### src/pkg/sirpc_params.svh
`ifndef SIRPC_PARAMS_SVH
`define SIRPC_PARAMS_SVH

// ==========================================================================
// Register map (byte addresses, one 32-bit word each)
`define SIRPC_CTRL_OFS        12'h000
`define SIRPC_STATUS_OFS      12'h004

// ==========================================================================
// Control register fields
`define SIRPC_CTRL_RATE_LSB   0
`define SIRPC_CTRL_RATE_MSB   2
`define SIRPC_CTRL_CLOCK_SOURCE_SELECT_BIT 3
`define SIRPC_CTRL_PDN_BIT    4
`define SIRPC_CTRL_FIXED_BIT  5
`define SIRPC_CTRL_RESET      6'h00

// ==========================================================================
// Status register fields
`define SIRPC_STAT_OSCDN_BIT  0
`define SIRPC_STAT_TXBUSY_BIT 1
`define SIRPC_STAT_RXBUSY_BIT 2
`define SIRPC_STAT_TXOUT_BIT  3
`define SIRPC_STAT_RXOUT_BIT  4

// ==========================================================================
// Crystal divisors per rate code
`define SIRPC_DIV_000         7'h02
`define SIRPC_DIV_001         7'h04
`define SIRPC_DIV_010         7'h0c
`define SIRPC_DIV_011         7'h18
`define SIRPC_DIV_100         7'h06
`define SIRPC_DIV_101         7'h30
`define SIRPC_DIV_110         7'h60
`define SIRPC_DIV_111         7'h01

// ==========================================================================
// Timing counts in oversampling ticks or crystal cycles
`define SIRPC_ENC_DELAY       4'h7
`define SIRPC_ENC_HIGH        4'h3
`define SIRPC_ENC_LAST        4'hf
`define SIRPC_BIT_TICKS       5'h10
`define SIRPC_RX_MIN_TICKS    5'h0c
`define SIRPC_FIXED_CYCLES    3'h6

`endif

### src/pkg/sirpc_pkg.sv
package sirpc_pkg;

  // ========================================================================
  // Encoder states, Gray along idle-wait-pulse-tail
  typedef enum logic [1:0] {
    SIRPC_ENC_IDLE  = 2'h0,
    SIRPC_ENC_WAIT  = 2'h1,
    SIRPC_ENC_PULSE = 2'h3,
    SIRPC_ENC_TAIL  = 2'h2
  } sirpc_enc_state_t;

  // ========================================================================
  // Decoder states
  typedef enum logic {
    SIRPC_DEC_IDLE    = 1'h0,
    SIRPC_DEC_STRETCH = 1'h1
  } sirpc_dec_state_t;

  // ========================================================================
  // Divider state
  typedef struct packed {
    logic [6:0] cnt;
  } sirpc_div_t;

  // ========================================================================
  // Codec state
  typedef struct packed {
    logic [2:0]       rate_code;
    logic             clock_source_select;
    logic             osc_powerdown_in;
    logic             fixed_pulse_select;
    logic             ovs_last;
    logic             txd_last;
    logic             rxn_last;
    sirpc_enc_state_t enc_state;
    logic [3:0]       enc_cnt;
    logic             mod_last;
    logic [2:0]       mono_cnt;
    logic             tx_out;
    sirpc_dec_state_t dec_state;
    logic [4:0]       dec_cnt;
    logic             rx_out;
  } sirpc_state_t;

endpackage : sirpc_pkg

### src/logic/sirpc_pulse_codec.sv
// Decided for this implementation: register access over APB and the register offsets.
`timescale 1ns/10ps
`include "sirpc_params.svh"


module sirpc_pulse_codec
  import sirpc_pkg::*;
(
  // Clock and reset
  input  wire logic        pclk,
  input  wire logic        presetn,
  // APB slave
  input  wire logic        psel,
  input  wire logic        penable,
  input  wire logic        pwrite,
  input  wire logic [11:0] paddr,
  input  wire logic [31:0] pwdata,
  output logic [31:0]      prdata,
  output logic             pready,
  output logic             pslverr,
  // UART side
  input  wire logic        tx_data_in,
  output logic             decoded_rx_out,
  // Optical transceiver side
  output logic             optical_tx_pulse,
  input  wire logic        optical_rx_in_n,
  // Clocking and reset pins
  input  wire logic        oversample_clock,
  input  wire logic        block_reset_n,
  output logic             osc_powerdown
);
  import sirpc_pkg::*;

  // ========================================================================
  // Declarations
  sirpc_state_t st;
  sirpc_state_t next_st;
  logic         div_tick;
  logic         ext_tick;
  logic         tick;
  logic         osc_down;
  logic         bus_wr;
  logic         hit_ctrl;
  logic         hit_stat;
  logic         tx_fall;
  logic         rx_fall;
  logic         mod_out;
  logic         mod_rise;
  logic [31:0]  ctrl_word;
  logic [31:0]  stat_word;
  logic         enc_busy;
  logic         dec_busy;

  // ========================================================================
  // Oscillator control
  // The crystal is modelled by pclk; powering it down stops the divider
  assign osc_down = st.clock_source_select | st.osc_powerdown_in;
  assign osc_powerdown = osc_down;

  sirpc_divider u_divider (
    .pclk      (pclk),
    .presetn   (presetn),
    .rate_code (st.rate_code),
    .osc_run   (~osc_down),
    .tick      (div_tick)
  );

  // ========================================================================
  // Tick selection
  // The external clock is sampled by pclk, so it must stay well below it
  assign ext_tick = oversample_clock & ~st.ovs_last;
  assign tick     = st.clock_source_select ? ext_tick
                                           : div_tick;

  // ========================================================================
  // Busy flags
  // Software polls these before a rate change; changing the divisor in
  // the middle of a bit would stretch or shrink the pulse in flight
  assign enc_busy = (st.enc_state != SIRPC_ENC_IDLE);
  assign dec_busy = (st.dec_state != SIRPC_DEC_IDLE);

  // ========================================================================
  // Edge detection on the serial lines
  // Transmit data is looked at on ticks only, so a glitch that falls between
  // two ticks is never taken for a space; the receive line is looked at every
  // clock because the incoming pulse may be far shorter than a tick
  assign tx_fall  = st.txd_last & ~tx_data_in;
  assign rx_fall  = st.rxn_last & ~optical_rx_in_n;
  assign mod_out  = (st.enc_state == SIRPC_ENC_PULSE);
  assign mod_rise = mod_out & ~st.mod_last;

  // ========================================================================
  // APB decode
  // Zero wait states; unmapped addresses answer with an error
  // Writes to status are dropped quietly, as it holds only live flags
  // Read data is a plain mux of flops, so it settles in the setup cycle
  assign hit_ctrl = (paddr == `SIRPC_CTRL_OFS);
  assign hit_stat = (paddr == `SIRPC_STATUS_OFS);
  assign bus_wr   = psel & penable & pwrite & hit_ctrl;
  assign pready   = 1'b1;
  assign pslverr  = psel & penable & ~(hit_ctrl | hit_stat);

  always_comb
  begin
    ctrl_word = 32'h0000_0000;
    ctrl_word[`SIRPC_CTRL_RATE_MSB:`SIRPC_CTRL_RATE_LSB] = st.rate_code;
    ctrl_word[`SIRPC_CTRL_CLOCK_SOURCE_SELECT_BIT] = st.clock_source_select;
    ctrl_word[`SIRPC_CTRL_PDN_BIT]    = st.osc_powerdown_in;
    ctrl_word[`SIRPC_CTRL_FIXED_BIT]  = st.fixed_pulse_select;
    stat_word = 32'h0000_0000;
    stat_word[`SIRPC_STAT_OSCDN_BIT]  = osc_down;
    stat_word[`SIRPC_STAT_TXBUSY_BIT] = enc_busy;
    stat_word[`SIRPC_STAT_RXBUSY_BIT] = dec_busy;
    stat_word[`SIRPC_STAT_TXOUT_BIT]  = st.tx_out;
    stat_word[`SIRPC_STAT_RXOUT_BIT]  = st.rx_out;
  end

  always_comb
  begin
    if (psel && !pwrite && hit_ctrl)
    begin
      prdata = ctrl_word;
    end
    else if (psel && !pwrite && hit_stat)
    begin
      prdata = stat_word;
    end
    else
    begin
      prdata = 32'h0000_0000;
    end
  end

  // ========================================================================
  // Next state
  always_comb
  begin
    next_st = st;

    // Control register
    if (bus_wr)
    begin
      next_st.rate_code =
        pwdata[`SIRPC_CTRL_RATE_MSB:`SIRPC_CTRL_RATE_LSB];
      next_st.clock_source_select = pwdata[`SIRPC_CTRL_CLOCK_SOURCE_SELECT_BIT];
      next_st.osc_powerdown_in    = pwdata[`SIRPC_CTRL_PDN_BIT];
      next_st.fixed_pulse_select  = pwdata[`SIRPC_CTRL_FIXED_BIT];
    end

    // Line history
    next_st.ovs_last = oversample_clock;
    next_st.rxn_last = optical_rx_in_n;
    next_st.mod_last = mod_out;
    if (tick)
    begin
      next_st.txd_last = tx_data_in;
    end

    // ----------------------------------------------------------------------
    // Encoder, advanced once per tick
    // The count runs over the whole bit; the next zero is looked at only
    // once the bit is over, which keeps pulses exactly one bit apart.
    // Falling edges while busy are ignored, since the UART is bit aligned.
    if (tick)
    begin
      case (st.enc_state)
        SIRPC_ENC_IDLE:
        begin
          if (tx_fall)
          begin
            next_st.enc_state = SIRPC_ENC_WAIT;
            next_st.enc_cnt   = 4'h0;
          end
        end
        SIRPC_ENC_WAIT:
        begin
          next_st.enc_cnt = 4'(st.enc_cnt + 4'h1);
          if (4'(st.enc_cnt + 4'h1) == `SIRPC_ENC_DELAY)
          begin
            next_st.enc_state = SIRPC_ENC_PULSE;
          end
        end
        SIRPC_ENC_PULSE:
        begin
          next_st.enc_cnt = 4'(st.enc_cnt + 4'h1);
          if (4'(st.enc_cnt + 4'h1) ==
              4'(`SIRPC_ENC_DELAY + `SIRPC_ENC_HIGH))
          begin
            next_st.enc_state = SIRPC_ENC_TAIL;
          end
        end
        SIRPC_ENC_TAIL:
        begin
          next_st.enc_cnt = 4'(st.enc_cnt + 4'h1);
          if (st.enc_cnt == `SIRPC_ENC_LAST)
          begin
            // A further zero bit starts the next pulse one bit later
            if (!tx_data_in)
            begin
              next_st.enc_state = SIRPC_ENC_WAIT;
              next_st.enc_cnt   = 4'h0;
            end
            else
            begin
              next_st.enc_state = SIRPC_ENC_IDLE;
              next_st.enc_cnt   = 4'h0;
            end
          end
        end
        default:
        begin
          next_st.enc_state = SIRPC_ENC_IDLE;
          next_st.enc_cnt   = 4'h0;
        end
      endcase
    end

    // ----------------------------------------------------------------------
    // Monoshot, counted in crystal cycles and blind to the rate code
    // With the external clock chosen the monoshot still counts clock
    // cycles; that pairing is not supported and is not policed here
    if (mod_rise)
    begin
      next_st.mono_cnt = `SIRPC_FIXED_CYCLES;
    end
    else if (st.mono_cnt != 3'h0)
    begin
      next_st.mono_cnt = 3'(st.mono_cnt - 3'h1);
    end

    // ----------------------------------------------------------------------
    // Decoder
    // The first stretch is 15 to 16 ticks long because the incoming edge
    // is not tick aligned; that still clears the three-quarter minimum
    case (st.dec_state)
      SIRPC_DEC_IDLE:
      begin
        if (rx_fall)
        begin
          next_st.dec_state = SIRPC_DEC_STRETCH;
          next_st.dec_cnt   = 5'h00;
        end
      end
      SIRPC_DEC_STRETCH:
      begin
        if (rx_fall)
        begin
          next_st.dec_cnt = 5'h00;
        end
        else if (tick)
        begin
          next_st.dec_cnt = 5'(st.dec_cnt + 5'h01);
          // Full bit exceeds the three-quarter minimum with margin
          if (5'(st.dec_cnt + 5'h01) == `SIRPC_BIT_TICKS)
          begin
            next_st.dec_state = SIRPC_DEC_IDLE;
            next_st.dec_cnt   = 5'h00;
          end
        end
      end
      default:
      begin
        next_st.dec_state = SIRPC_DEC_IDLE;
        next_st.dec_cnt   = 5'h00;
      end
    endcase

    // ----------------------------------------------------------------------
    // Block reset pin holds both machines in their initial states
    // Control bits are kept, so software need not reprogram the rate
    if (!block_reset_n)
    begin
      next_st.enc_state = SIRPC_ENC_IDLE;
      next_st.enc_cnt   = 4'h0;
      next_st.dec_state = SIRPC_DEC_IDLE;
      next_st.dec_cnt   = 5'h00;
      next_st.mono_cnt  = 3'h0;
    end

    // ----------------------------------------------------------------------
    // Output flops
    // Both pins come straight from flops so they cannot glitch while the
    // state machines change state
    if (st.fixed_pulse_select)
    begin
      next_st.tx_out = (next_st.mono_cnt != 3'h0);
    end
    else
    begin
      next_st.tx_out = (next_st.enc_state == SIRPC_ENC_PULSE);
    end
    next_st.rx_out = (next_st.dec_state == SIRPC_DEC_IDLE);
    if (!block_reset_n)
    begin
      next_st.tx_out = 1'b0;
      next_st.rx_out = 1'b1;
    end
  end

  // ========================================================================
  // State register
  always_ff @(posedge pclk or negedge presetn)
  begin
    if (!presetn)
    begin
      st                     <= '0;
      st.rate_code           <= 3'h0;
      st.clock_source_select <= 1'b0;
      st.osc_powerdown_in    <= 1'b0;
      st.fixed_pulse_select  <= 1'b0;
      st.ovs_last            <= 1'b0;
      st.txd_last            <= 1'b1;
      st.rxn_last            <= 1'b1;
      st.enc_state           <= SIRPC_ENC_IDLE;
      st.dec_state           <= SIRPC_DEC_IDLE;
      st.tx_out              <= 1'b0;
      st.rx_out              <= 1'b1;
    end
    else
    begin
      st <= next_st;
    end
  end

  // ========================================================================
  // Outputs
  // Reset drives the emitter off and the UART line to mark, so the far
  // side sees an idle link until the first bit is sent
  assign optical_tx_pulse = st.tx_out;
  assign decoded_rx_out   = st.rx_out;

endmodule : sirpc_pulse_codec

### src/logic/sirpc_divider.sv
`timescale 1ns/10ps
`include "sirpc_params.svh"

module sirpc_divider
  import sirpc_pkg::*;
(
  // Clock and reset
  input  wire logic       pclk,
  input  wire logic       presetn,
  // Control
  input  wire logic [2:0] rate_code,
  input  wire logic       osc_run,
  // Sixteen-times tick
  output logic            tick
);
  import sirpc_pkg::*;

  sirpc_div_t   st;
  sirpc_div_t   next_st;
  logic [6:0]   divisor;

  // ========================================================================
  // Divisor lookup
  always_comb
  begin
    case (rate_code)
      3'h0:    divisor = `SIRPC_DIV_000;
      3'h1:    divisor = `SIRPC_DIV_001;
      3'h2:    divisor = `SIRPC_DIV_010;
      3'h3:    divisor = `SIRPC_DIV_011;
      3'h4:    divisor = `SIRPC_DIV_100;
      3'h5:    divisor = `SIRPC_DIV_101;
      3'h6:    divisor = `SIRPC_DIV_110;
      default: divisor = `SIRPC_DIV_111;
    endcase
  end

  // ========================================================================
  // Counter; a stopped oscillator yields no ticks
  // The compare uses >= so a code change to a smaller divisor cannot stall
  always_comb
  begin
    next_st = st;
    tick    = 1'b0;
    if (!osc_run)
    begin
      next_st.cnt = 7'h00;
    end
    else if (st.cnt >= 7'(divisor - 7'h01))
    begin
      next_st.cnt = 7'h00;
      tick        = 1'b1;
    end
    else
    begin
      next_st.cnt = 7'(st.cnt + 7'h01);
    end
  end

  always_ff @(posedge pclk or negedge presetn)
  begin
    if (!presetn)
    begin
      st <= '0;
    end
    else
    begin
      st <= next_st;
    end
  end

endmodule : sirpc_divider

### config.mk
export PLATFORM = sky130hd
export DESIGN_NAME = sirpc_pulse_codec
export DESIGN_NICKNAME = d
export VERILOG_FILES = /design/src/pkg/sirpc_pkg.sv /design/src/logic/sirpc_pulse_codec.sv /design/src/logic/sirpc_divider.sv
export VERILOG_INCLUDE_DIRS = /design/src /design/src/pkg
export SDC_FILE = /design/constraint.sdc
export NUM_CORES = 1
export LEC_CHECK = 0
export ABC_AREA = 1
export BUFFER_PORTS_ARGS = -buffer_cell sky130_fd_sc_hd__buf_2
export CAP_MARGIN = 20
export CORE_ASPECT_RATIO = 1.5
export CORE_MARGIN = 4
export CORE_UTILIZATION = 47
export CTS_BUF_LIST = sky130_fd_sc_hd__clkbuf_4 sky130_fd_sc_hd__clkbuf_8
export CTS_CLUSTER_DIAMETER = 120
export DETAILED_ROUTE_END_ITERATION = 6
export HOLD_SLACK_MARGIN = 0.12
export PLACE_DENSITY = 0.77
export SETUP_SLACK_MARGIN = 0.3
export SKIP_LAST_GASP = 1
export SLEW_MARGIN = 40
export SYNTH_ARGS = -nofsm -noshare
export SYNTH_HDL_FRONTEND = slang
export SYNTH_SLANG_ARGS = --single-unit
### constraint.sdc
create_clock -name pclk -period 6.9 [get_ports pclk]
set_input_delay 0.345 -clock pclk [delete_from_list [all_inputs] [get_ports pclk]]
set_output_delay 0.345 -clock pclk [all_outputs]
set_load 0.05 [all_outputs]
==> summary.md <==
| Metric | Value |
|---|---|
| Status | `finished, final reports clean` |
| First-pass GRT wire length | `between 7000 and 8000 um` |
| Initial core utilization | `about half` |
| Critical Path End Type | `register` |
| Most frequent cells in the layout | `nand2_1, inv_1, nor2_1, buf_2, dfrtp_1` |
| Vias in the first global route | `about 1,800` |
| DRC Markers | `0` |
| Fraction of layout cells with a size suffix above 1 | `18.40%` |
| Fin. Hold Viols | `0` |
| Synth top area share | `33.53%` |
| Pwr Density | `between 150 and 200 mW/mm^2` |
| Setup CP Type | `reg2reg` |
| Io pins | `90` |
| Net switching fraction of the power | `a little under a third` |
| Sequential Power Share | `between 40% and 50%` |
| Nets | `between 400 and 500` |
| Clock Power Share | `approximately 34%` |
| Cell internal pwr | `around 320 uW` |
| Synth Instances | `around 300` |
| Largest net degree at the start of global routing | `35` |
| Buffers added on ports | `36` |
| Max Cap Viol | `0` |
| RSZ-0062 raised after global routing | `false` |
| Synthesized area | `~0.0023 mm^2` |
| Critical path arrival | `2870 ps` |
| # diodes | `0` |
| Fin Setup TNS | `0 ps` |
| Most common cell after layout, fill and taps aside | `nand2_1` |
| Fin. max-slew vios | `0` |
| DR vias | `1,916` |
| Final Setup Violations | `0` |
| Cell mode on critical path | `nand2_1` |
| Core Area | `0.004810 mm^2` |
| Fin crit share | `a little under 40%` |
| Synth warnings | `0` |
| Crit-path cells | `inv_1 > nor2_1 > nand2_1 > nand2_1 > nor3_1 > nand2_1 > o21ai_0 > ha_1 > nand2_1 > nor2_1 > nand3_1 > nand3_1 > nand2_1 > nand2_2 > nand2_1 > nand2_1 > o21ai_0 > o21ai_0 > inv_1` |
| Pleak | `between 0.001 and 0.0015 uW` |
| Final WL | `4410 um` |
| Type of origin of the critical path | `register` |
| DR WL/cell | `10.94 um` |
| CTS tree | `built` |
| Cell taking the most area after synthesis | `dfrtp_1` |
| Synth Register Bits | `34` |
| Top post-synthesis cells by area | `dfrtp_1, buf_4, nand2_1` |
| Clock slew at reported path FFs | `approximately 70 ps` |
| Critical path fanouts, max | `12` |
| Initial DRC count | `48` |
| Clock skew | `around 5.8 ps` |
| H-tree depth | `2` |
| Post-DP Area | `around 0.0024 mm^2` |
| Tmin final | `around 2700 ps` |
| Yosys cell types | `34` |
| Final Power | `456.4 uW` |
| Die area | `0.006132 mm^2` |
| Row count | `31` |
| P_sw | `141.0 uW` |
| Die H | `roughly 94 um` |
| Routed Antenna Nets | `0` |
| Die X | `65.29 um` |
| CTS resizes | `0` |
| Root Buffer | `clkbuf_8` |
| Longest Clk Path Bufs | `2` |
| Sequential area share after synthesis | `between 30% and 40%` |
| GPL Wtd Cong | `0.8571` |
| TritonRoute pass-1 iters | `4` |
| GRT Total Usage | `14.82%` |
| Vias per Instance | `4.754` |
| Slowest CP cell | `dfrtp_1` |
| Layout area overhead | `10.11%` |
| CP Data Required Time | `approximately 7000 ps` |
| Peak Freq | `around 370 MHz` |
| Clock sinks | `34` |
| Post-DP HPWL | `roughly 3500 um` |
| Initial antenna violation count | `0` |
| Mean post-synth cell area | `7.789 um^2` |
| Min-delay worst type | `in2reg` |
| TritonCTS Buffers | `5` |
| Slowest cell delay on critical path | `approximately 420 ps` |
| Final instance area | `0.002547 mm^2` |
| Combinational share of power | `20.1%` |
| Total grt overflow | `0` |
| Peak VDD IR | `between 100 and 150 uV` |
| Skew-Pair Late Insertion Delay | `roughly 280 ps` |
-- through the flow --
stage	hold slack, ps	setup slack, ps	util [%]	std cells
2_1_floorplan	49.41	4487	-	322
3_3_place_gp	453.3	4278	50.73	394
3_5_place_dp	461.2	4240	50.73	394
4_1_cts	160.8	4208	52.71	402
5_1_grt	169.8	3809	52.97	403
6_report	174.2	4201	52.97	403
-- registers in the layout, summed over array words and instances (netlist names) --
signal	count
u_divider.st	7
st	18
decoded_rx_out	1
ctrl_word	6
optical_tx_pulse	1
dec_busy	1
-- timing repair --
item                                   in CTS  in global routing
setup buffers                               0                  0
endpoints found under the hold margin       0                 31
hold buffers                                0                  1
-- synthesized netlist by cell type, drive strengths merged --
cell type  count
o22ai          4
nand3         17
nor3b          2
xnor2          1
and2           1
conb           2
a211oi         1
nand4          7
dfrtp         31
xor2           6
nor2          35
or2            1
inv           46
a31oi          1
o21ai         20
ha            15
o31ai          1
o21a           1
nand2         54
nor4           3
nor3           6
nand3b         2
a21oi          7
dfstp          3
buf           30
-- power by group through the flow --
stage          Combinational, uW  Sequential (uW)  Clock, uW
4_1_cts                     92.5              212        155
3_3_place_gp                89.2              215          0
3_5_place_dp                91.8              216          0
2_1_floorplan               81.2              216          0
6_report                    91.7              212        153
5_1_grt                      103              213        165
-- worst max-delay path, delay by kind of cell, from the launching register on --
| family | cells | cell delay (ps) |
|---|---|---|
| compound gates | 3 | 270 |
| fa+ha+maj | 1 | 320 |
| buf+inv | 2 | 120 |
| flops | 1 | 420 |
| simple gates | 13 | 1470 |
-- logic make-up after synthesis --
logic type / count (synthesis) / share of synthesized area [%]
adder cells (fa/ha/maj): 15 / 8.112
flip-flops: 34 / 36.94
other: 2 / 0.3246
AO/OA/AOI/OAI: 35 / 9.302
AND/OR/NAND/NOR: 128 / 25.26
XOR/XNOR: 7 / 2.650
buffers and inverters: 76 / 17.41
-- cell type report --
type / instances / area [um^2]
Clock inverter: 1 / 5.005
Multi-Input combinational cell: 212 / 1150
Fill cell: 465 / 2262
Sequential cell: 34 / 854.6
Tap cell: 66 / 82.58
Clock buffer: 7 / 90.09
Timing Repair Buffer: 37 / 192.7
Inverter: 46 / 172.7
-- routing by layer --
metal	up-vias	GRT usage (%)	wire, um
li1	977	-	-
met1	879	17.25	1707
met2	54	27.13	2422
met3	6	2.754	235
met4	0	4.152	44
met5	-	0	0
-- worst paths after layout --
check	start	to	slack, ps	cells after the start
worst max-delay path	ctrl_word[1]$_DFFE_PN0P_	st[3]$_DFFE_PN0P_	4200	19
worst min-delay path	optical_rx_in_n	st[18]$_DFF_PN1_	170	1
worst max register to register	ctrl_word[1]$_DFFE_PN0P_	st[3]$_DFFE_PN0P_	4200	19
worst min register to register	u_divider.st[0]$_DFF_PN0_	u_divider.st[0]$_DFF_PN0_	500	1
max in group asynchronous	presetn	st[19]$_DFFE_PN1N_	6010	2
min in group asynchronous	presetn	st[5]$_DFFE_PN0P_	560	2
Note: power is estimated with default switching activity, not from simulation.
